File: src/asip_defines.vh
`ifndef ASIP_DEFINES_VH
`define ASIP_DEFINES_VH
// Overview of operation
// RULE_01 - infrared features only in 16x mode (fast rate off)
// RULE_02 - pin mode 11, port on: 16x rate clock on request pin
// RULE_03 - infrared enable routes serial pins through encoder and decoder
// RULE_04 - port enable gives pins to the port; clear returns them to latches
// RULE_05 - halt-in-idle stops the port while the system idles
// RULE_06 - request pin simplex when select set, flow control when clear
// RULE_07 - pin usage field picks the serial, clear and request pins
// RULE_08 - wake in sleep: falling edge raises event, next rising edge clears enable
// RULE_09 - echo select loops transmit stream into receiver
// RULE_10 - auto rate measures next 55h character, then clears its enable
// RULE_11 - receive polarity bit: idle low when set, high when clear
// RULE_12 - fast rate select divides by 4, otherwise by 16
// RULE_13 - format field: 9-bit, odd, even or no parity; one or two stops
// RULE_14 - transmit event: per load, load emptying queue, or fully shifted out
// RULE_15 - send break: start, twelve zeros, stop; then hardware clears it
// RULE_16 - transmit enable owns the pin; clearing aborts and empties queue
// RULE_17 - transmit queue full flag is 1 only when no room remains
// RULE_18 - transmitter empty flag is 1 only with shifter and queue empty
// RULE_19 - receive event on 4 held, 3 held, or every character
// RULE_20 - address match in 9-bit mode keeps only ninth-bit-1 characters
// RULE_21 - parity and framing faults show the receive queue head
// RULE_22 - overrun set on overflow; clearing it empties queue and shifter
// RULE_23 - free-running 16-bit rate timer; divider write clears it
// RULE_24 - reading receive data advances queue with its own fault flags
// RULE_25 - infrared encoder sends 3/16-bit pulse per zero; decoder reverses it
`define ASIP_OFF_MODE 5'h00
`define ASIP_OFF_STA 5'h04
`define ASIP_OFF_TXD 5'h08
`define ASIP_OFF_RXD 5'h0c
`define ASIP_OFF_BRG 5'h10
`define ASIP_MODE_WMASK 16'hbbff
`define ASIP_STA_WMASK 16'hece0
`define ASIP_MODE_RST 16'h0000
`define ASIP_STA_RST 16'h0000
`define ASIP_BRG_RST 16'h0000
`define ASIP_M_EN 15
`define ASIP_M_HALT 13
`define ASIP_M_IR 12
`define ASIP_M_RQSX 11
`define ASIP_M_PINS 9:8
`define ASIP_M_WAKE 7
`define ASIP_M_ECHO 6
`define ASIP_M_AUTO 5
`define ASIP_M_RXPOL 4
`define ASIP_M_FAST 3
`define ASIP_M_PD 2:1
`define ASIP_M_STOP2 0
`define ASIP_S_TXIS1 15
`define ASIP_S_TXPOL 14
`define ASIP_S_TXIS0 13
`define ASIP_S_BRK 11
`define ASIP_S_TXON 10
`define ASIP_S_RXIS 7:6
`define ASIP_S_ADDR 5
`define ASIP_S_OVERRUN_FAULT 1
`define ASIP_OVS_STD 4'd15
`define ASIP_OVS_HI 4'd3
`define ASIP_IR_PULSE 4'd3
`define ASIP_IR_HOLD 4'd15
`define ASIP_DEPTH 3'd4
`define ASIP_LEN9 4'd11
`define ASIP_LEN8 4'd10
`define ASIP_BRK_LEN 4'd14
`define ASIP_ABD_FALLS 3'd4
`define ASIP_RESP_OK 2'b00
`define ASIP_RESP_ERR 2'b10
`endif

File: src/asip_uart.v
// Added by the designer: the AXI4-Lite register port and the register offsets.
`timescale 1ns/100ps
`include "asip_defines.vh"
module asip_uart (
    input wire clk_sys_i,
    input wire sys_rst_i,
    input wire sys_idle_i,
    input wire sys_sleep_i,
    input wire [4:0] s_axi_awaddr_i,
    input wire s_axi_awvalid_i,
    output reg s_axi_awready_o,
    input wire [31:0] s_axi_wdata_i,
    input wire [3:0] s_axi_wstrb_i,
    input wire s_axi_wvalid_i,
    output reg s_axi_wready_o,
    output reg [1:0] s_axi_bresp_o,
    output reg s_axi_bvalid_o,
    input wire s_axi_bready_i,
    input wire [4:0] s_axi_araddr_i,
    input wire s_axi_arvalid_i,
    output reg s_axi_arready_o,
    output reg [31:0] s_axi_rdata_o,
    output reg [1:0] s_axi_rresp_o,
    output reg s_axi_rvalid_o,
    input wire s_axi_rready_i,
    input wire serial_in_pin_i,
    input wire clear_to_send_pin_i,
    output reg serial_out_pin_o,
    output reg serial_out_pin_oe_o,
    output reg request_to_send_pin_o,
    output reg request_to_send_pin_oe_o,
    output reg tx_irq_o,
    output reg rx_irq_o,
    output reg wake_irq_o
);
localparam RX_IDLE = 4'b0001;
localparam RX_START = 4'b0010;
localparam RX_DATA = 4'b0100;
localparam RX_STOP = 4'b1000;

reg [15:0] mode_ff;
reg [15:0] ctl_ff;
reg [15:0] brg_ff;
reg overrun_fault_ff;
reg [4:0] aw_a_ff;
reg aw_have_ff;
reg [31:0] wdata_ff;
reg [3:0] wstrb_ff;
reg w_have_ff;
reg [2:0] rxs_ff;
reg [2:0] ctss_ff;
reg rx_pin_ff;
reg cts_ff;
reg [15:0] bcnt_ff;
reg [8:0] txq [0:3];
reg [2:0] txw_ff;
reg [2:0] txr_ff;
reg [14:0] tx_sh_ff;
reg [3:0] tx_left_ff;
reg [3:0] tx_os_ff;
reg tx_busy_ff;
reg tx_brk_ff;
reg [10:0] rxq [0:3];
reg [2:0] rxw_ff;
reg [2:0] rxr_ff;
reg [3:0] rxst_ff;
reg [3:0] rx_os_ff;
reg [3:0] rx_n_ff;
reg [9:0] rx_sh_ff;
reg rx_prev_ff;
reg [3:0] irh_ff;
reg [23:0] abd_cnt_ff;
reg [2:0] abd_fall_ff;
reg lvl_prev_ff;
reg wk_seen_ff;
reg [15:0] rd_val;

// byte-lane merge of a bus write
function [15:0] mrg;
    input [15:0] old;
    begin
        mrg = {wstrb_ff[1] ? wdata_ff[15:8] : old[15:8],
               wstrb_ff[0] ? wdata_ff[7:0] : old[7:0]};
    end
endfunction

// decoded configuration
wire pin_en = mode_ff[`ASIP_M_EN];
wire run = pin_en & ~(mode_ff[`ASIP_M_HALT] & sys_idle_i); // [RULE_05]
wire fast = mode_ff[`ASIP_M_FAST];
wire ir_on = mode_ff[`ASIP_M_IR] & ~fast; // [RULE_01]
wire [1:0] pins = mode_ff[`ASIP_M_PINS];
wire [1:0] pd = mode_ff[`ASIP_M_PD];
wire nine = (pd == 2'b11);
wire stop2 = mode_ff[`ASIP_M_STOP2];
wire txen = ctl_ff[`ASIP_S_TXON];
wire [3:0] ovs_last = fast ? `ASIP_OVS_HI : `ASIP_OVS_STD; // [RULE_12]

// bus write decode
wire wr_go = aw_have_ff & w_have_ff & ~s_axi_bvalid_o;
wire wr_mode = wr_go & (aw_a_ff == `ASIP_OFF_MODE);
wire wr_sta = wr_go & (aw_a_ff == `ASIP_OFF_STA);
wire wr_txd = wr_go & (aw_a_ff == `ASIP_OFF_TXD);
wire wr_brg = wr_go & (aw_a_ff == `ASIP_OFF_BRG);
wire wr_hit = (aw_a_ff[1:0] == 2'b00) & (aw_a_ff <= `ASIP_OFF_BRG);
wire rd_go = s_axi_arvalid_i & s_axi_arready_o;

// transmit status
wire [2:0] txn = txw_ff - txr_ff;
wire tx_full = (txn == `ASIP_DEPTH); // [RULE_17]
wire tx_empty = ~tx_busy_ff & (txn == 3'd0); // [RULE_18]
wire tx_push = wr_txd & wstrb_ff[0] & ~tx_full;
wire tx_flush = wr_sta & wstrb_ff[1] & txen & ~wdata_ff[`ASIP_S_TXON];
wire cts_ok = (pins != 2'b10) | ~cts_ff; // [RULE_07]
wire tx_load = run & txen & ~tx_busy_ff & (txn != 3'd0) & cts_ok;
wire os_tick = run & (bcnt_ff == brg_ff);
wire tx_bit_end = tx_busy_ff & os_tick & (tx_os_ff == ovs_last);
wire tx_fin = tx_bit_end & (tx_left_ff == 4'd1);
wire brk_done = tx_fin & tx_brk_ff; // [RULE_15]
wire [8:0] txd = txq[txr_ff[1:0]];
wire par_bit = (^txd[7:0]) ^ (pd == 2'b10);
wire tx_line = tx_busy_ff ? tx_sh_ff[0] : 1'b1;
wire ir_pulse = tx_busy_ff & ~tx_sh_ff[0] & (tx_os_ff < `ASIP_IR_PULSE); // [RULE_25]

// receive path
wire rx_lvl = rx_pin_ff ^ mode_ff[`ASIP_M_RXPOL]; // [RULE_11]
wire ir_dec = rx_lvl & (irh_ff == 4'd0); // [RULE_25]
wire rx_bit = mode_ff[`ASIP_M_ECHO] ? tx_line : (ir_on ? ir_dec : rx_lvl); // [RULE_09]
wire rx_samp = os_tick & (rx_os_ff == ovs_last);
wire [3:0] rx_nbits = (pd == 2'b00) ? 4'd8 : 4'd9;
wire [8:0] rx_d = (pd == 2'b00) ? {1'b0, rx_sh_ff[9:2]} :
                  (nine ? rx_sh_ff[9:1] : {1'b0, rx_sh_ff[8:1]});
wire rx_parity_fault = (pd[1] ^ pd[0]) &
               (rx_sh_ff[9] != ((^rx_sh_ff[8:1]) ^ (pd == 2'b10)));
wire rx_keep = ~(ctl_ff[`ASIP_S_ADDR] & nine & ~rx_d[8]); // [RULE_20]
wire rx_try = (rxst_ff == RX_STOP) & rx_samp & rx_keep;
wire [2:0] rxn = rxw_ff - rxr_ff;
wire rx_full = (rxn == `ASIP_DEPTH);
wire rx_ovf = rx_try & rx_full; // [RULE_22]
wire overrun_fault_clr = wr_sta & wstrb_ff[0] & ~wdata_ff[`ASIP_S_OVERRUN_FAULT] & overrun_fault_ff;
wire rx_flush = overrun_fault_clr & ~rx_ovf; // [RULE_22]
wire rx_push = rx_try & ~rx_full & ~rx_flush;
wire rx_pop = rd_go & (s_axi_araddr_i == `ASIP_OFF_RXD) & (rxn != 3'd0); // [RULE_24]
wire [10:0] rx_head = rxq[rxr_ff[1:0]];
wire rx_quiet = (rxst_ff == RX_IDLE);

// rate measure: five falling edges of 55h span eight bits
wire abd_on = mode_ff[`ASIP_M_AUTO] & run;
wire rx_fall = rx_prev_ff & ~rx_bit;
wire abd_done = abd_on & rx_fall & (abd_fall_ff == `ASIP_ABD_FALLS); // [RULE_10]
wire [23:0] abd_per = fast ? (abd_cnt_ff >> 5) : (abd_cnt_ff >> 7);
wire [15:0] abd_brg = abd_per[15:0] - 16'd1;

// wake on start while asleep
wire wk_on = mode_ff[`ASIP_M_WAKE] & sys_sleep_i;
wire wk_fall = wk_on & lvl_prev_ff & ~rx_lvl;
wire wake_clr = wk_on & wk_seen_ff & rx_lvl & ~lvl_prev_ff; // [RULE_08]

// status word
wire [15:0] sta_rd = {ctl_ff[15:13], 1'b0, ctl_ff[11:10], tx_full, tx_empty,
                      ctl_ff[7:5], rx_quiet, rx_head[9] & (rxn != 3'd0),
                      rx_head[10] & (rxn != 3'd0), overrun_fault_ff, rxn != 3'd0}; // [RULE_21]

// read data mux
always @* begin
    case (s_axi_araddr_i)
        `ASIP_OFF_MODE: rd_val = mode_ff;
        `ASIP_OFF_STA: rd_val = sta_rd;
        `ASIP_OFF_RXD: rd_val = {7'h00, rx_head[8:0]};
        `ASIP_OFF_BRG: rd_val = brg_ff;
        default: rd_val = 16'h0000;
    endcase
end

// write channel: address and data in either order
always @(posedge clk_sys_i or posedge sys_rst_i) begin
    if (sys_rst_i) begin
        s_axi_awready_o <= 1'b0;
        s_axi_wready_o <= 1'b0;
        s_axi_bvalid_o <= 1'b0;
        s_axi_bresp_o <= `ASIP_RESP_OK;
        aw_have_ff <= 1'b0;
        w_have_ff <= 1'b0;
        aw_a_ff <= 5'h00;
        wdata_ff <= 32'h00000000;
        wstrb_ff <= 4'h0;
    end else begin
        if (s_axi_awvalid_i & s_axi_awready_o) begin
            aw_have_ff <= 1'b1;
            aw_a_ff <= s_axi_awaddr_i;
            s_axi_awready_o <= 1'b0;
        end else if (~aw_have_ff & ~s_axi_bvalid_o) begin
            s_axi_awready_o <= 1'b1;
        end
        if (s_axi_wvalid_i & s_axi_wready_o) begin
            w_have_ff <= 1'b1;
            wdata_ff <= s_axi_wdata_i;
            wstrb_ff <= s_axi_wstrb_i;
            s_axi_wready_o <= 1'b0;
        end else if (~w_have_ff & ~s_axi_bvalid_o) begin
            s_axi_wready_o <= 1'b1;
        end
        if (wr_go) begin
            aw_have_ff <= 1'b0;
            w_have_ff <= 1'b0;
            s_axi_bvalid_o <= 1'b1;
            s_axi_bresp_o <= wr_hit ? `ASIP_RESP_OK : `ASIP_RESP_ERR;
        end else if (s_axi_bvalid_o & s_axi_bready_i) begin
            s_axi_bvalid_o <= 1'b0;
        end
    end
end

// read channel
always @(posedge clk_sys_i or posedge sys_rst_i) begin
    if (sys_rst_i) begin
        s_axi_arready_o <= 1'b0;
        s_axi_rvalid_o <= 1'b0;
        s_axi_rdata_o <= 32'h00000000;
        s_axi_rresp_o <= `ASIP_RESP_OK;
    end else if (rd_go) begin
        s_axi_arready_o <= 1'b0;
        s_axi_rvalid_o <= 1'b1;
        s_axi_rdata_o <= {16'h0000, rd_val};
        s_axi_rresp_o <= (s_axi_araddr_i[1:0] == 2'b00 &&
                          s_axi_araddr_i <= `ASIP_OFF_BRG) ? `ASIP_RESP_OK : `ASIP_RESP_ERR;
    end else if (s_axi_rvalid_o & s_axi_rready_i) begin
        s_axi_rvalid_o <= 1'b0;
    end else if (~s_axi_rvalid_o) begin
        s_axi_arready_o <= 1'b1;
    end
end

// control registers; a software write beats a hardware clear
always @(posedge clk_sys_i or posedge sys_rst_i) begin
    if (sys_rst_i) begin
        mode_ff <= `ASIP_MODE_RST;
        ctl_ff <= `ASIP_STA_RST;
        brg_ff <= `ASIP_BRG_RST;
        overrun_fault_ff <= 1'b0;
    end else begin
        if (brk_done)
            ctl_ff[`ASIP_S_BRK] <= 1'b0; // [RULE_15]
        if (wake_clr)
            mode_ff[`ASIP_M_WAKE] <= 1'b0; // [RULE_08]
        if (abd_done) begin
            mode_ff[`ASIP_M_AUTO] <= 1'b0; // [RULE_10]
            brg_ff <= abd_brg;
        end
        if (wr_mode)
            mode_ff <= mrg(mode_ff) & `ASIP_MODE_WMASK;
        if (wr_sta)
            ctl_ff <= mrg(ctl_ff) & `ASIP_STA_WMASK;
        if (wr_brg)
            brg_ff <= mrg(brg_ff);
        // an overflow in the clearing cycle keeps the flag set
        if (rx_ovf)
            overrun_fault_ff <= 1'b1; // [RULE_22]
        else if (overrun_fault_clr)
            overrun_fault_ff <= 1'b0;
    end
end

// pin synchronisers: level taken once stages two and three agree
always @(posedge clk_sys_i or posedge sys_rst_i) begin
    if (sys_rst_i) begin
        rxs_ff <= 3'b111;
        ctss_ff <= 3'b111;
        rx_pin_ff <= 1'b1;
        cts_ff <= 1'b1;
    end else begin
        rxs_ff <= {rxs_ff[1:0], serial_in_pin_i};
        ctss_ff <= {ctss_ff[1:0], clear_to_send_pin_i};
        if (rxs_ff[1] == rxs_ff[2])
            rx_pin_ff <= rxs_ff[2];
        if (ctss_ff[1] == ctss_ff[2])
            cts_ff <= ctss_ff[2];
    end
end

// rate timer; restarting on a divider write avoids waiting out the old period
always @(posedge clk_sys_i or posedge sys_rst_i) begin
    if (sys_rst_i)
        bcnt_ff <= 16'h0000;
    else if (wr_brg | abd_done)
        bcnt_ff <= 16'h0000; // [RULE_23]
    else if (run)
        bcnt_ff <= os_tick ? 16'h0000 : bcnt_ff + 16'd1; // [RULE_23]
end

// queue storage unreset; pointers qualify each entry
always @(posedge clk_sys_i) begin
    if (tx_push)
        txq[txw_ff[1:0]] <= wdata_ff[8:0];
    if (rx_push)
        rxq[rxw_ff[1:0]] <= {~rx_bit, rx_parity_fault, rx_d}; // [RULE_21]
end

// transmitter: whole frame loaded, shifted out lsb first
always @(posedge clk_sys_i or posedge sys_rst_i) begin
    if (sys_rst_i) begin
        txw_ff <= 3'd0;
        txr_ff <= 3'd0;
        tx_sh_ff <= 15'h7fff;
        tx_left_ff <= 4'd0;
        tx_os_ff <= 4'd0;
        tx_busy_ff <= 1'b0;
        tx_brk_ff <= 1'b0;
    end else begin
        if (tx_push)
            txw_ff <= txw_ff + 3'd1;
        if (tx_flush) begin
            txr_ff <= txw_ff; // [RULE_16]
            tx_busy_ff <= 1'b0;
        end else if (tx_load) begin
            txr_ff <= txr_ff + 3'd1;
            tx_busy_ff <= 1'b1;
            tx_os_ff <= 4'd0;
            tx_brk_ff <= ctl_ff[`ASIP_S_BRK];
            if (ctl_ff[`ASIP_S_BRK]) begin
                tx_sh_ff <= {2'b11, 13'h0000}; // [RULE_15]
                tx_left_ff <= `ASIP_BRK_LEN;
            end else if (nine) begin
                tx_sh_ff <= {5'h1f, txd, 1'b0}; // [RULE_13]
                tx_left_ff <= `ASIP_LEN9 + {3'd0, stop2};
            end else if (pd != 2'b00) begin
                tx_sh_ff <= {5'h1f, par_bit, txd[7:0], 1'b0}; // [RULE_13]
                tx_left_ff <= `ASIP_LEN9 + {3'd0, stop2};
            end else begin
                tx_sh_ff <= {6'h3f, txd[7:0], 1'b0}; // [RULE_13]
                tx_left_ff <= `ASIP_LEN8 + {3'd0, stop2};
            end
        end else if (tx_busy_ff & os_tick) begin
            if (tx_os_ff == ovs_last) begin
                tx_os_ff <= 4'd0;
                tx_sh_ff <= {1'b1, tx_sh_ff[14:1]};
                tx_left_ff <= tx_left_ff - 4'd1;
                if (tx_left_ff == 4'd1)
                    tx_busy_ff <= 1'b0;
            end else begin
                tx_os_ff <= tx_os_ff + 4'd1;
            end
        end
    end
end

// receiver, sampling each bit mid-cell
always @(posedge clk_sys_i or posedge sys_rst_i) begin
    if (sys_rst_i) begin
        rxst_ff <= RX_IDLE;
        rx_os_ff <= 4'd0;
        rx_n_ff <= 4'd0;
        rx_sh_ff <= 10'h000;
    end else if (rx_flush | ~run | abd_on) begin
        rxst_ff <= RX_IDLE; // [RULE_22]
    end else begin
        case (rxst_ff)
            RX_IDLE: begin
                rx_os_ff <= 4'd0;
                if (~rx_bit)
                    rxst_ff <= RX_START;
            end
            RX_START: if (os_tick) begin
                if (rx_os_ff == {1'b0, ovs_last[3:1]}) begin
                    rxst_ff <= rx_bit ? RX_IDLE : RX_DATA;
                    rx_os_ff <= 4'd0;
                    rx_n_ff <= 4'd0;
                end else begin
                    rx_os_ff <= rx_os_ff + 4'd1;
                end
            end
            RX_DATA: if (os_tick) begin
                if (rx_samp) begin
                    rx_os_ff <= 4'd0;
                    rx_sh_ff <= {rx_bit, rx_sh_ff[9:1]}; // [RULE_13]
                    rx_n_ff <= rx_n_ff + 4'd1;
                    if (rx_n_ff == rx_nbits - 4'd1)
                        rxst_ff <= RX_STOP;
                end else begin
                    rx_os_ff <= rx_os_ff + 4'd1;
                end
            end
            RX_STOP: if (os_tick) begin
                if (rx_samp)
                    rxst_ff <= RX_IDLE;
                else
                    rx_os_ff <= rx_os_ff + 4'd1;
            end
            default: rxst_ff <= RX_IDLE;
        endcase
    end
end

// rx pointers, infrared stretch, rate measure, wake
always @(posedge clk_sys_i or posedge sys_rst_i) begin
    if (sys_rst_i) begin
        rxw_ff <= 3'd0;
        rxr_ff <= 3'd0;
        irh_ff <= 4'd0;
        rx_prev_ff <= 1'b1;
        lvl_prev_ff <= 1'b1;
        abd_cnt_ff <= 24'h000000;
        abd_fall_ff <= 3'd0;
        wk_seen_ff <= 1'b0;
    end else begin
        if (rx_push)
            rxw_ff <= rxw_ff + 3'd1;
        if (rx_flush)
            rxr_ff <= rxw_ff; // [RULE_22]
        else if (rx_pop)
            rxr_ff <= rxr_ff + 3'd1; // [RULE_24]
        // a pulse holds the decoded line low about one bit
        if (~rx_lvl)
            irh_ff <= `ASIP_IR_HOLD; // [RULE_03]
        else if (os_tick & (irh_ff != 4'd0))
            irh_ff <= irh_ff - 4'd1;
        rx_prev_ff <= rx_bit;
        lvl_prev_ff <= rx_lvl;
        if (~abd_on) begin
            abd_cnt_ff <= 24'h000000;
            abd_fall_ff <= 3'd0;
        end else begin
            if (abd_fall_ff != 3'd0)
                abd_cnt_ff <= abd_cnt_ff + 24'd1; // [RULE_10]
            if (rx_fall)
                abd_fall_ff <= abd_fall_ff + 3'd1;
        end
        if (~wk_on | wake_clr)
            wk_seen_ff <= 1'b0;
        else if (wk_fall)
            wk_seen_ff <= 1'b1;
    end
end

// pins and event pulses
always @(posedge clk_sys_i or posedge sys_rst_i) begin
    if (sys_rst_i) begin
        serial_out_pin_o <= 1'b1;
        serial_out_pin_oe_o <= 1'b0;
        request_to_send_pin_o <= 1'b1;
        request_to_send_pin_oe_o <= 1'b0;
        tx_irq_o <= 1'b0;
        rx_irq_o <= 1'b0;
        wake_irq_o <= 1'b0;
    end else begin
        serial_out_pin_o <= ir_on ? (ir_pulse ^ ctl_ff[`ASIP_S_TXPOL]) : tx_line; // [RULE_03]
        serial_out_pin_oe_o <= pin_en & txen; // [RULE_04] [RULE_16]
        request_to_send_pin_oe_o <= pin_en & (pins != 2'b00); // [RULE_04] [RULE_07]
        // rate clock high for first half of each divider period
        case (pins)
            2'b11: request_to_send_pin_o <= run & ~fast &
                                            (bcnt_ff <= {1'b0, brg_ff[15:1]}); // [RULE_02]
            2'b10, 2'b01: request_to_send_pin_o <= mode_ff[`ASIP_M_RQSX] ?
                                                   ~tx_busy_ff : rx_full; // [RULE_06]
            default: request_to_send_pin_o <= 1'b1;
        endcase
        case ({ctl_ff[`ASIP_S_TXIS1], ctl_ff[`ASIP_S_TXIS0]})
            2'b00: tx_irq_o <= tx_load; // [RULE_14]
            2'b10: tx_irq_o <= tx_load & (txn == 3'd1); // [RULE_14]
            2'b01: tx_irq_o <= tx_fin & (txn == 3'd0); // [RULE_14]
            default: tx_irq_o <= 1'b0;
        endcase
        case (ctl_ff[`ASIP_S_RXIS])
            2'b11: rx_irq_o <= rx_push & (rxn == 3'd3); // [RULE_19]
            2'b10: rx_irq_o <= rx_push & (rxn == 3'd2); // [RULE_19]
            default: rx_irq_o <= rx_push; // [RULE_19]
        endcase
        wake_irq_o <= wk_fall & ~wk_seen_ff; // [RULE_08]
    end
end
endmodule // asip_uart

File: config.mk
export PLATFORM = sky130hd
export DESIGN_NAME = asip_uart
export DESIGN_NICKNAME = d
export VERILOG_FILES = /design/src/asip_uart.v
export VERILOG_INCLUDE_DIRS = /design/src
export SDC_FILE = /design/constraint.sdc
export NUM_CORES = 1
export LEC_CHECK = 0
export BUFFER_PORTS_ARGS = -buffer_cell sky130_fd_sc_hd__buf_2
export CORE_AREA = 2 2 153 155
export CTS_CLUSTER_DIAMETER = 30
export DETAILED_ROUTE_END_ITERATION = 8
export DIE_AREA = 0 0 155 157
export GPL_ROUTABILITY_DRIVEN = 0
export PLACE_DENSITY_LB_ADDON = 0.05
export SLEW_MARGIN = 20
export SYNTH_ARGS = -nofsm -noshare
export SYNTH_HDL_FRONTEND = slang
export SYNTH_SLANG_ARGS = --single-unit
File: constraint.sdc
create_clock -name clk_sys_i -period 12.2 [get_ports clk_sys_i]
set_input_delay 0.61 -clock clk_sys_i [delete_from_list [all_inputs] [get_ports clk_sys_i]]
set_output_delay 0.61 -clock clk_sys_i [all_outputs]
set_load 0.005 [all_outputs]
## Word-level counts from Yosys, hierarchy flattened

Memory sizes are Yosys's and may differ from the RTL's.
Cells that the tools add are included.

| storage, ports and cells | value |
|---|---|
| register bits after elaboration | 213 |
| bits in writable memories | 80 |
| bits of input ports | 57 |
| logic and storage cells | 407 |
| memories kept | 2 |

| cells by class | value |
|---|---|
| add/sub/neg operators | 18 |
| order comparisons | 4 |
| eq/ne operators | 58 |
| muxes and demuxes | 107 |
| bitwise logic cells | 106 |
| reduce and logical (&&, ||, !) cells | 58 |

Memories:

| name | depth | bits a word | read ports | clocked after memory_dff | write ports | RTL line | text |
|---|---|---|---|---|---|---|---|
| rxq | 4 | 11 | 1 | 0 | 1 | asip_uart.v:63 | `reg [10:0] rxq [0:3];` |
| txq | 4 | 9 | 1 | 0 | 1 | asip_uart.v:55 | `reg [8:0] txq [0:3];` |

Operator list:

| operator | number |
|---|---|
| 2-to-1 mux 4 bit | 32 |
| 2-to-1 mux 16 bit | 6 |
| AND 1 bit | 72 |
| one-hot mux 16 bit (4 select lines) | 1 |
| 2-to-1 mux 24 bit | 2 |
| 2-to-1 mux 15 bit | 3 |
| 2-to-1 mux 8 bit | 5 |
| nonzero test 2 bit | 20 |
| 2-to-1 mux 1 bit | 37 |
| one-hot mux 4 bit (4 select lines) | 2 |
| adder 24 x 1 -> 24 bit, second input constant | 1 |
| inequality test 2 bit, second input constant | 12 |
| NOT 1 bit | 24 |
| AND reduction 2 bit | 12 |
| 2-to-1 mux 3 bit | 7 |
| 2-to-1 mux 10 bit | 2 |
| 2-to-1 mux 9 bit | 2 |
| nonzero test 3 bit | 6 |
| adder 16 x 1 -> 16 bit, second input constant | 1 |
| equality test 16 bit | 1 |
| less-or-equal comparator 16 x 15 -> 1 bit | 1 |
| parity 8 bit | 2 |
| subtractor 16 x 1 -> 16 bit, second input constant | 1 |
| adder 3 x 1 -> 3 bit, second input constant | 5 |
| other kinds (44) | 94 |

## Logic depth before layout (Yosys ltp)

Gate-level depths: netlist (run 1).

| logic depth | value |
|---|---|
| depth after elaboration | 14 |
| gate-level depth with buffers | 13 |
| gate-level depth less buffers | 11 |

## Least setup slack after synthesis (run 1)

Ideal clock, no wire load.

| timing path | value |
|---|---|
| path type | flip-flop to flip-flop |
| start point | register mode_ff[3] |
| end point | register brg_ff[12] |
| library setup time | 0.125 ns |
| data arrival time | 3.139 ns |
| required time | 12.075 ns |
| path slack | 8.937 ns |
| stages on the path, launching flop included | 13 |
| buffers on the path | 4 |
| clock period less this slack | 3.263 ns |
| path through | dfrtp_1 buf_2 buf_2 buf_1 buf_2 mux2i_1 ha_1 o21ai_0 a2111oi_1 nor2b_1 xor2_1 o21ai_0 mux2_2 |

| between the ends | value |
|---|---|
| longest elaborated chain between the ends | 10 |

Ends and longest elaborated chain:

| element | RTL line | text |
|---|---|---|
| start, declared | asip_uart.v:41 | `reg [15:0] mode_ff;` |
| start signal, assigned | asip_uart.v:237 | `` mode_ff <= `ASIP_MODE_RST; `` |
| start signal, assigned | asip_uart.v:251 | `` mode_ff <= mrg(mode_ff) & `ASIP_MODE_WMASK; `` |
| parallel branches: the longest is 10 deep, another holds subtractor 16 x 1 -> 16 bit | n/a |  |
| end signal, assigned | asip_uart.v:239 | `` brg_ff <= `ASIP_BRG_RST; `` |
| end signal, assigned | asip_uart.v:248 | `brg_ff <= abd_brg;` |
| end signal, assigned | asip_uart.v:255 | `brg_ff <= mrg(brg_ff);` |
| end, declared | asip_uart.v:43 | `reg [15:0] brg_ff;` |

Parallel ways; which one is timed is not known. The select of a mux whose other input is x is not followed.
A chain may end at the register's enable or synchronous reset.

## Final worst setup path (run 1)

| timing path | value |
|---|---|
| start point | register rxr_ff[0] |
| end point | register rx_sh_ff[7] |

| between the ends | value |
|---|---|
| longest elaborated chain between the ends | 9 |

Ends and longest elaborated chain:

| element | RTL line | text |
|---|---|---|
| start, declared | asip_uart.v:65 | `reg [2:0] rxr_ff;` |
| start signal, assigned | asip_uart.v:409 | `rxr_ff <= rxw_ff;` |
| start signal, assigned | asip_uart.v:411 | `rxr_ff <= rxr_ff + 3'd1;` |
| subtractor 3 bit | asip_uart.v:137 | `wire [2:0] rxn = rxw_ff - rxr_ff;` |
| equality test 3 bit (no source line) | n/a |  |
| AND 1 bit | asip_uart.v:139 | `wire rx_ovf = rx_try & rx_full;` |
| NOT 1 bit | asip_uart.v:141 | `wire rx_flush = overrun_fault_clr & ~rx_ovf;` |
| AND 1 bit | asip_uart.v:141 |  |
| OR 1 bit (2 in a row) | asip_uart.v:354 | `end else if (rx_flush \| ~run \| abd_on) begin` |
| NOT 1 bit (no source line) | n/a |  |
| AND reduction 4 bit (no source line) | n/a |  |
| end signal, assigned | asip_uart.v:375 | `rx_sh_ff <= {rx_bit, rx_sh_ff[9:1]};` |
| end, declared | asip_uart.v:69 | `reg [9:0] rx_sh_ff;` |

Every way passes these cells.

==> flow_summary.toml, run 1 <==
[sta]
relSlewSlack_pct = 36.54
final.min_clock_period_ns = 3.972
timing_worst_slew_pin_value_ns = 0.9519
fin_tns_setup_ns = 0
skew_ns = 0.01763
final-hold-violation-count = 0
setup_viol = 0
period_share_pct = 32.56
fmax_mhz = 251.8
timing.hold.ws_ns = 0.1371
grt_setup_unrepaired = "no"
finalMaxSlewViolations = 0

[route]
routed_wirelength_mm = 34.37
drt-pass1-iter-count = 6
wl_per_cell_um = 20.30
drt-vias-per-instance = 6.059
number_of_routed_nets_with_antenna_violations = 0
num_vias = 10260
post-route-drc-count = 0
drtIter0Drc = 946

[floorplan]
io-pin-count = 105
initial_core_util_pct = 64.54
placementRows = 55
die-height_um = 157
dieWidth_um = 155
core-area_um2 = 22500
floorplan.die_area_um2 = 24340

[global_route]
grt.total_usage_pct = 28.87
number_of_antenna_violations_at_the_first_check_in_global_routing = 0
pin_count_of_the_biggest_net_entering_global_routing = 133
grt_pass1_vias = 10230
wire_length_of_the_first_global_routing_pass_mm = 54.80
gr-total-overflow = 0

[pwr]
seq_power_share_pct = 37.2
switching_power_mw = 1.086
pwr-share-comb_pct = 16.7
power_per_cell_area_nw_per_um2 = 216.7
clockPowerShare_pct = 46.1
sw_frac_of_total_pct = 29.13
peakVddDrop_uv = 184.1
standby_leakage_power_nw = 7.413
internal-power_mw = 2.641

[layout]
final_layout_size_suffix_gt1_share_pct = 22.02
most_common_cell_after_layout_fill_and_taps_aside = "sky130_fd_sc_hd__dfrtp_1"
nets = 1461
layout_common_cells = "sky130_fd_sc_hd__dfrtp_1, sky130_fd_sc_hd__nand2_1, sky130_fd_sc_hd__nor2_1"
num_antenna_cells = 0
fillCellCount = 1442
final_core_utilization_pct = 76.44
layout_area_growth_over_synthesis_pct = 18.45

[logic_synthesis]
ys_seq_elements = 287
ys.warnings.count = 0
primary_ff_master_synth = "sky130_fd_sc_hd__dfrtp_1"
number_of_different_library_cells_in_the_post_synthesis_netlist = 85
post_syn_area_per_cell_um2 = 11.45
asyncSetResetFlopFracSynth_pct = 72.13
portion_of_the_post_synthesis_area_used_by_sequential_elements_pct = 52.43
number_of_instances_in_the_synthesized_netlist = 1268
synth_edf_count = 80
mappedNetlistArea_um2 = 14520

[clock_tree]
tritoncts = "done"
cts-buffers-inserted = 61
insertion_delay_to_the_later_sink_of_the_worst_skew_pair_ns = 0.58
postCtsHoldBufs = 0
htreeDepth = 2
clkTransAtPathRegs_ns = 0.05
clk_path_buf_depth = 3
post_cts.resized_instances = 0
cts.sink_count = 287
cts_root_buffer = "sky130_fd_sc_hd__clkbuf_16"
post_cts_buffers = 0

[critical_path]
timing.critical_path.required_ns = 12.64
critical_path_class = "flop to flop"
slowest_delay_ns = 0.90
crit_path_arrival_time_ns = 4.42
top_delay_family_on_crit_path = "simple AND/OR/NAND/NOR gates"
startpoint_type = "flop"
timing.critical_path.to_type = "flop"
critPathSlowestCell = "sky130_fd_sc_hd__dfrtp_1"
maximum_net_fanout_on_the_critical_path = 14
crit_buf_inv = 1
worstPathCellList = "ha_1, inv_1, fa_1, xor3_1, or3b_4, a311oi_4, o21a_1, and4_1, mux2_1"

[place]
numPortBuffers = 68
place.detailed.hpwl_mm = 23.15

[outcome]
run_status = "finished clean"

[min_path]
min_path_type = "primary input to flop"

[job]
timing.max_cap.violations = 0
## metrics by stage
stage	cell area, um2	cells	worst slack (ns)	power (mW)
floorplan	14590	1285	5.981	1.789
detailed placement	15000	1578	8.234	2.011
CTS	17200	1693	8.235	3.741
global route	17200	1693	8.004	3.869
global placement	15000	1578	8.364	1.989
finish	17200	1693	8.228	3.727
## cells by family (layout without fill, tap and decap cells)
kind of cell | after synthesis | count (layout) | synth area share [%]
buffers and inverters | 127 | 250 | 3.980
DFF | 287 | 287 | 52.43
other | 1 | 18 | 0.02582
xor gates and xnor gates | 96 | 96 | 5.893
and+or+nand+nor | 376 | 376 | 13.41
muxes | 111 | 111 | 9.994
AOI/OAI and AO/OA | 220 | 220 | 9.882
adders and majority gates | 50 | 50 | 4.377
## cells in the mapped netlist, types with 21 or more instances
library cell               number  area share (%)
sky130_fd_sc_hd__xor2_1        48             2.9
sky130_fd_sc_hd__ha_1          46             4.0
sky130_fd_sc_hd__mux2i_1       22             1.5
sky130_fd_sc_hd__a21oi_1       49             1.7
sky130_fd_sc_hd__clkbuf_1      33            0.85
sky130_fd_sc_hd__xnor2_1       47             2.8
sky130_fd_sc_hd__o21ai_0       69             2.4
sky130_fd_sc_hd__nand3_1       33             1.1
sky130_fd_sc_hd__dfstp_2       26             4.7
sky130_fd_sc_hd__edfxtp_1      80              17
sky130_fd_sc_hd__nor2_1        85             2.2
sky130_fd_sc_hd__nor3_1        21            0.72
sky130_fd_sc_hd__dfrtp_1      181              31
sky130_fd_sc_hd__nand2_1      103             2.7
sky130_fd_sc_hd__mux2_2        59             4.6
sky130_fd_sc_hd__inv_1         59             1.5
## sequential cells by signal (all words and copies together) (netlist names), 13 cells and up
register and cells:
rxq 44, txq 36, abd_cnt_ff 23, bcnt_ff 16
brg_ff 16, s_axi_rdata_o 16, wdata_ff 16, mode_ff 14
tx_sh_ff 13
## power by group through the flow
stage / Combinational (mW) / Clock, mW / Sequential, mW
final: 0.624 / 1.72 / 1.39
after global routing: 0.691 / 1.78 / 1.40
after CTS: 0.626 / 1.73 / 1.38
after detailed placement: 0.618 / 0 / 1.39
after global placement: 0.600 / 0 / 1.39
after floorplan: 0.515 / 0 / 1.27
## layer usage
layer	global-route usage, %	wire [um]	vias up
met5	0	0	-
met4	10.27	937	0
met3	3.800	2081	75
met2	46.29	16350	333
met1	41.01	15000	5113
li1	-	-	4737
## final timing paths
check / cells after the start / endpoint / slack (ns) / startpoint
worst min-delay path: 1 / rxs_ff[0]$_DFF_PP1_ / 0.14 / serial_in_pin_i
worst max register to register: 9 / rx_sh_ff[7]$_DFFE_PP0P_ / 8.23 / rxr_ff[0]$_DFFE_PP0P_
min in group asynchronous: 2 / s_axi_rdata_o[4]$_DFFE_PP0P_ / 0.18 / sys_rst_i
worst max-delay path: 9 / rx_sh_ff[7]$_DFFE_PP0P_ / 8.23 / rxr_ff[0]$_DFFE_PP0P_
worst min register to register: 0 / rxs_ff[1]$_DFF_PP1_ / 0.35 / rxs_ff[0]$_DFF_PP1_
max in group asynchronous: 3 / abd_cnt_ff[22]$_DFFE_PP0P_ / 10.45 / sys_rst_i
## final cells by class
class	count	area, um2	area share, %
flip-flops and latches	287	7615	44.27
repair buffers	76	400.4	2.328
clock buffers	72	1629	9.470
multi-input cells	871	6406	37.24
inverters	59	229.0	1.331
well taps	285	356.6	2.073
clock inverters	43	565.5	3.288
(Power assumes the default switching activity.)
==> run 2, diff against run 1 <==
- ABC_AREA: unset -> 1
- CORE_AREA: 2 2 153 155 -> 2 2 171 173
- DIE_AREA: 0 0 155 157 -> 0 0 173 175
- clock period: 12.2 -> 3.2 ns (I/O delays scaled with it)
==> flow_summary.toml, run 2 <==
[pwr]
standby_leakage_power_nw = 8.885
totalPowerFinal_mw = 15.18
power_per_cell_area_nw_per_um2 = 800.2
peakVddDrop_uv = 428.8

[route]
num_vias = 13410
drtIter0Drc = 872
post-route-drc-count = 0
drt-pass1-iter-count = 5
routed_wirelength_mm = 42.57
wl_per_cell_um = 17.13
number_of_routed_nets_with_antenna_violations = 0
drt-vias-per-instance = 5.395

[logic_synthesis]
synth_edf_count = 80
synth_top_family_by_area = "simple AND/OR/NAND/NOR gates"
synth_compound_gate_area_share_pct = 10.65
mappedNetlistArea_um2 = 15390
ys.warnings.count = 0
most_frequently_used_cell_type_in_the_post_synthesis_netlist = "sky130_fd_sc_hd__nand2_1"
ys_seq_elements = 287
number_of_different_library_cells_in_the_post_synthesis_netlist = 56
synth_top_area_cell = "sky130_fd_sc_hd__dfrtp_1"
post_syn_area_per_cell_um2 = 8.197
synth_simple_gate_area_share_pct = 25.29
synth_largest_type_area_fraction_pct = 29.42
synthMuxAreaShare_pct = 0.3658
asyncSetResetFlopFracSynth_pct = 72.13
primary_ff_master_synth = "sky130_fd_sc_hd__dfrtp_1"
synth-adder-area-share_pct = 4.129
synth.area.top_cells = "sky130_fd_sc_hd__dfrtp_1, sky130_fd_sc_hd__edfxtp_1, sky130_fd_sc_hd__nand2_1"
portion_of_the_post_synthesis_area_used_by_sequential_elements_pct = 49.47
post_synth_xor_area_fraction_pct = 2.837
number_of_instances_in_the_synthesized_netlist = 1878
ys_top_cells_by_count = "sky130_fd_sc_hd__nand2_1, sky130_fd_sc_hd__inv_1, sky130_fd_sc_hd__dfrtp_1"

[clock_tree]
clk_path_buf_depth = 3
cts_root_buffer = "sky130_fd_sc_hd__clkbuf_16"
htreeDepth = 3
insertion_delay_to_the_later_sink_of_the_worst_skew_pair_ns = 0.57
clkTransAtPathRegs_ns = 0.05
cts.sink_count = 287
post_cts_buffers = 0
cts-buffers-inserted = 70
tritoncts = "done"

[floorplan]
dieWidth_um = 173
die-height_um = 175
core-area_um2 = 28390
placementRows = 62
io-pin-count = 105
floorplan.die_area_um2 = 30280
initial_core_util_pct = 54.22

[min_path]
min_path_type = "primary input to flop"

[sta]
timing_worst_slew_pin_value_ns = 0.6715
period_share_pct = 89.95
setup_viol = 0
fmax_mhz = 347.4
final-hold-violation-count = 0
finalMaxSlewViolations = 0
grt_setup_unrepaired = "no"
fin_tns_setup_ns = 0
final.min_clock_period_ns = 2.878
skew_ns = 0.02623
relSlewSlack_pct = 55.11
timing.hold.ws_ns = 0.05847

[job]
timing.max_cap.violations = 0

[place]
place_inst = 2325
numPortBuffers = 68
place.detailed.hpwl_mm = 30.25

[layout]
layout_area_growth_over_synthesis_pct = 23.25
largest_register_ffs = 44
layout_common_cells = "sky130_fd_sc_hd__nand2_1, sky130_fd_sc_hd__inv_1, sky130_fd_sc_hd__dfrtp_1"
most_common_cell_after_layout_fill_and_taps_aside = "sky130_fd_sc_hd__nand2_1"
nets = 2151
final_core_utilization_pct = 66.82
final_cells = 2486
final_layout_size_suffix_gt1_share_pct = 13.56
num_antenna_cells = 0

[critical_path]
slowest_delay_ns = 0.38
crit_path_arrival_time_ns = 3.31
critical_path_class = "flop to flop"
crit_buf_inv = 3
maximum_net_fanout_on_the_critical_path = 12
critPathSlowestCell = "sky130_fd_sc_hd__dfrtp_1"
top_delay_family_on_crit_path = "adder cells"
startpoint_type = "flop"
worstPathCellList = "inv_1, ha_1, fa_1, xor2_1, xnor2_1, nand3_1, nand2_1, buf_4, nor2_1, inv_1, o22ai_1, nand2_1, o21ai_0"
timing.critical_path.required_ns = 3.63
timing.critical_path.to_type = "flop"

[global_route]
pin_count_of_the_biggest_net_entering_global_routing = 107
grt_pass1_vias = 13310
grt.total_usage_pct = 28.91
gr-total-overflow = 0
wire_length_of_the_first_global_routing_pass_mm = 69.19
number_of_antenna_violations_at_the_first_check_in_global_routing = 0

[outcome]
run_status = "finished clean"
## run 2: cell count changes after synthesis, moves of 19 or more
cell	previous run	this run
sky130_fd_sc_hd__nand2_1	103	566
sky130_fd_sc_hd__inv_1	59	199
sky130_fd_sc_hd__o21ai_0	69	165
sky130_fd_sc_hd__nand3_1	33	109
sky130_fd_sc_hd__nor2_1	85	140
sky130_fd_sc_hd__mux2_2	59	5
sky130_fd_sc_hd__xnor2_1	47	14
sky130_fd_sc_hd__mux2i_1	22	0
sky130_fd_sc_hd__mux4_2	20	0
sky130_fd_sc_hd__nand4_1	19	38
## run 2: per-layer routing
| metal | track usage [%] | wire, um | vias to the layer above | part of all wire, % |
|---|---|---|---|---|
| met2 | 46.62 | 19550 | 443 | 46 |
| li1 | - | - | 6526 | - |
| met3 | 5.265 | 2706 | 129 | 6.4 |
| met5 | 0 | 0 | - | 0 |
| met1 | 37.92 | 18360 | 6315 | 43 |
| met4 | 13.95 | 1957 | 0 | 4.6 |
## run 2: cell families (layout without fill, tap and decap cells)
group,Yosys count,count (layout)
other,1,18
and+or+nand+nor,923,923
xor gates and xnor gates,49,49
adders and majority gates,50,50
DFF,287,287
muxes,5,5
buffers and inverters,271,478
AOI/OAI and AO/OA,292,292
## run 2: worst paths after layout
check                                 startpoint                   endpoint  slack, ns  depth (start not counted)
max                        txw_ff[0]$_DFFE_PP0P_  tx_left_ff[0]$_DFFE_PP0P_       0.32                         13
min                                  sys_sleep_i       wake_irq_o$_DFF_PP0_       0.06                          5
max reg2reg                txw_ff[0]$_DFFE_PP0P_  tx_left_ff[0]$_DFFE_PP0P_       0.32                         13
min reg2reg                 ctss_ff[0]$_DFF_PP1_       ctss_ff[1]$_DFF_PP1_       0.35                          0
max in group asynchronous              sys_rst_i     bcnt_ff[1]$_DFFE_PP0P_       2.31                          4
min in group asynchronous              sys_rst_i    tx_sh_ff[4]$_DFFE_PP1P_       0.27                          3
## run 2: timing repair
action,in CTS,in global routing
resized for setup,0,1
hold buffers,33,0
endpoints found under the hold margin,213,0
endpoints found under the setup margin,0,19
## run 2: power breakdown
group / internal (mW) / total [mW] / switching, mW
Combinational: 1.07 / 3.40 / 2.33
Clock: 4.76 / 7.01 / 2.26
Sequential: 4.29 / 4.77 / 0.473
## run 2: stage by stage
stage / area (um2) / worst slack, ns
after floorplan: 15460 / 0.3750
after global placement: 16270 / 0.4529
after detailed placement: 16270 / 0.2956
after CTS: 18970 / 0.2833
after global routing: 18970 / 0.01002
final: 18970 / 0.3215
## run 2: area by class of cell
type / count / area (um2)
Clock inverter: 39 / 480.5
Clock buffer: 89 / 1883
Timing Repair Buffer: 140 / 988.4
Tap cell: 384 / 480.5
Sequential cell: 287 / 7615
Fill cell: 2375 / 9420
Multi-Input combinational cell: 1337 / 6733
Inverter: 210 / 792.0
## run 2: worst min-delay path, delay by kind of cell
kind	cells	cell delay, ns
buffers and inverters	2	0.16
AND/OR/NAND/NOR	3	0.23
==> run 3, diff against run 2 <==
- ABC_AREA: 1 -> unset
- CORE_AREA: 2 2 171 173 -> 2 2 166 168
- DIE_AREA: 0 0 173 175 -> 0 0 168 170
==> flow_summary.toml, run 3 (synthesized netlist as in run 1, its figures left out) <==
[outcome]
run_status = "finished clean"

[global_route]
grt.total_usage_pct = 26.52
pin_count_of_the_biggest_net_entering_global_routing = 137
number_of_antenna_violations_at_the_first_check_in_global_routing = 1
grt_pass1_vias = 10420
wire_length_of_the_first_global_routing_pass_mm = 58.09
gr-total-overflow = 0

[place]
place.detailed.hpwl_mm = 25.38
place_inst = 1668
numPortBuffers = 68
pre_cts_slack_ns = 0.07320

[layout]
largest_register_ffs = 44
final_cells = 1833
final_layout_size_suffix_gt1_share_pct = 24.48
layout_common_cells = "sky130_fd_sc_hd__dfrtp_1, sky130_fd_sc_hd__nand2_1, sky130_fd_sc_hd__nor2_1"
most_common_cell_after_layout_fill_and_taps_aside = "sky130_fd_sc_hd__dfrtp_1"
final_core_utilization_pct = 68.18
nets = 1540
layout_area_growth_over_synthesis_pct = 25.11

[sta]
final-hold-violation-count = 0
fmax_mhz = 323.9
period_share_pct = 96.48
relSlewSlack_pct = 39.27
post-route-worst-setup-slack_ns = 0.1127
skew_ns = 0.02295
finalMaxSlewViolations = 0
fin_tns_setup_ns = 0
setup_viol = 0
final.min_clock_period_ns = 3.087
grt_setup_unrepaired = "no"
timing_worst_slew_pin_value_ns = 0.9104

[critical_path]
crit_path_arrival_time_ns = 3.52
crit_buf_inv = 3
startpoint_type = "flop"
worstPathCellList = "inv_2, ha_1, inv_1, fa_2, xor3_1, or3b_4, a311oi_4, o21a_1, and4_4, buf_12, mux2_1"
critPathSlowestCell = "sky130_fd_sc_hd__or3b_4"
timing.critical_path.required_ns = 3.63
timing.critical_path.to_type = "flop"
critical_path_class = "flop to flop"
slowest_delay_ns = 0.43
top_delay_family_on_crit_path = "simple AND/OR/NAND/NOR gates"
maximum_net_fanout_on_the_critical_path = 13

[clock_tree]
tritoncts = "done"
clk_path_buf_depth = 3
cts_root_buffer = "sky130_fd_sc_hd__clkbuf_16"
cts.sink_count = 287
insertion_delay_to_the_later_sink_of_the_worst_skew_pair_ns = 0.57
htreeDepth = 3
clkTransAtPathRegs_ns = 0.04
cts-buffers-inserted = 69

[floorplan]
initial_core_util_pct = 54.49
core-area_um2 = 26650
io-pin-count = 105
die-height_um = 170
floorplan.die_area_um2 = 28560
placementRows = 60
dieWidth_um = 168

[min_path]
min_path_type = "primary input to flop"

[route]
routed_wirelength_mm = 36.99
number_of_routed_nets_with_antenna_violations = 0
drt-pass1-iter-count = 7
post-route-drc-count = 0
wl_per_cell_um = 20.18
drtIter0Drc = 829
num_vias = 10500
drt-vias-per-instance = 5.729

[pwr]
peakVddDrop_uv = 438.0
standby_leakage_power_nw = 7.879
power_per_cell_area_nw_per_um2 = 824.5

[job]
timing.max_cap.violations = 0
## run 3: cell count changes in the layout (fill, tap and decap cells not counted), moves of 14 or more
cell	change
sky130_fd_sc_hd__nand4_1	-19
sky130_fd_sc_hd__xor2_1	+14
sky130_fd_sc_hd__mux2_2	+54
sky130_fd_sc_hd__nand3_1	-76
sky130_fd_sc_hd__nor2_1	-55
sky130_fd_sc_hd__nand2_1	-463
sky130_fd_sc_hd__mux2i_1	+22
sky130_fd_sc_hd__o21ai_0	-96
sky130_fd_sc_hd__xnor2_1	+33
sky130_fd_sc_hd__inv_1	-141
sky130_fd_sc_hd__and3_1	+16
sky130_fd_sc_hd__mux4_2	+20
## run 3: cell type report
class | instances | area [um2]
fill | 1982 | 8481
sequential | 287 | 7615
multi-input combinational | 871 | 6421
clock buffer | 87 | 1906
timing repair buffer | 147 | 1076
clock inverter | 40 | 498.0
tap | 341 | 426.7
inverter | 59 | 225.2
antenna | 1 | 2.502
## run 3: timing repair
item                       4_1_cts  5_1_grt
gates resized for setup          0        4
hold buffers                    32        0
hold endpoints to repair        95        0
setup endpoints to repair        0       12
buffers inserted                 0        5
## run 3: path summary, 6_finish.rpt
path	depth (start not counted)	endpoint	start	slack [ns]
setup / recovery	11	rx_sh_ff[4]$_DFFE_PP0P_	rxw_ff[0]$_DFFE_PP0P_	0.11
setup reg to reg	11	rx_sh_ff[4]$_DFFE_PP0P_	rxw_ff[0]$_DFFE_PP0P_	0.11
hold reg to reg	0	rxs_ff[1]$_DFF_PP1_	rxs_ff[0]$_DFF_PP1_	0.35
max in group asynchronous	4	brg_ff[14]$_DFFE_PP0P_	sys_rst_i	2.08
min in group asynchronous	3	rxw_ff[2]$_DFFE_PP0P_	sys_rst_i	0.09
hold / removal	3	bcnt_ff[0]$_DFFE_PP0P_	sys_idle_i	0.04
## run 3: power breakdown
group / switching, mW / internal, mW
Combinational: 1.45 / 1.27
Sequential: 0.741 / 4.42
Clock: 2.23 / 4.87
## run 3: through the flow
stage | hold slack (ns) | power [mW] | cell area (um2)
detailed placement | 0.1279 | 7.853 | 15390
floorplan | 0.1645 | 6.827 | 14600
global placement | 0.1217 | 7.790 | 15390
finish | 0.04312 | 14.98 | 18170
CTS | 0.02196 | 15.04 | 18120
global route | 0.04126 | 15.61 | 18170
## run 3: worst register-to-register path, delay by kind of cell, from the launching register on
kind	cells	cell delay (ns)
and+or+nand+nor	2	0.67
xor gates and xnor gates	1	0.21
AOI/OAI and AO/OA	2	0.63
muxes	1	0.33
DFF	1	0.40
adders and majority gates	2	0.46
buffers and inverters	3	0.26
## run 3: per-layer routing
layer	vias to the layer above	GRT usage, %	wire (um)
met3	88	4.791	2076
met1	5210	36.65	16590
li1	4899	-	-
met5	-	0	0
met4	0	10.66	1116
met2	304	41.86	17200
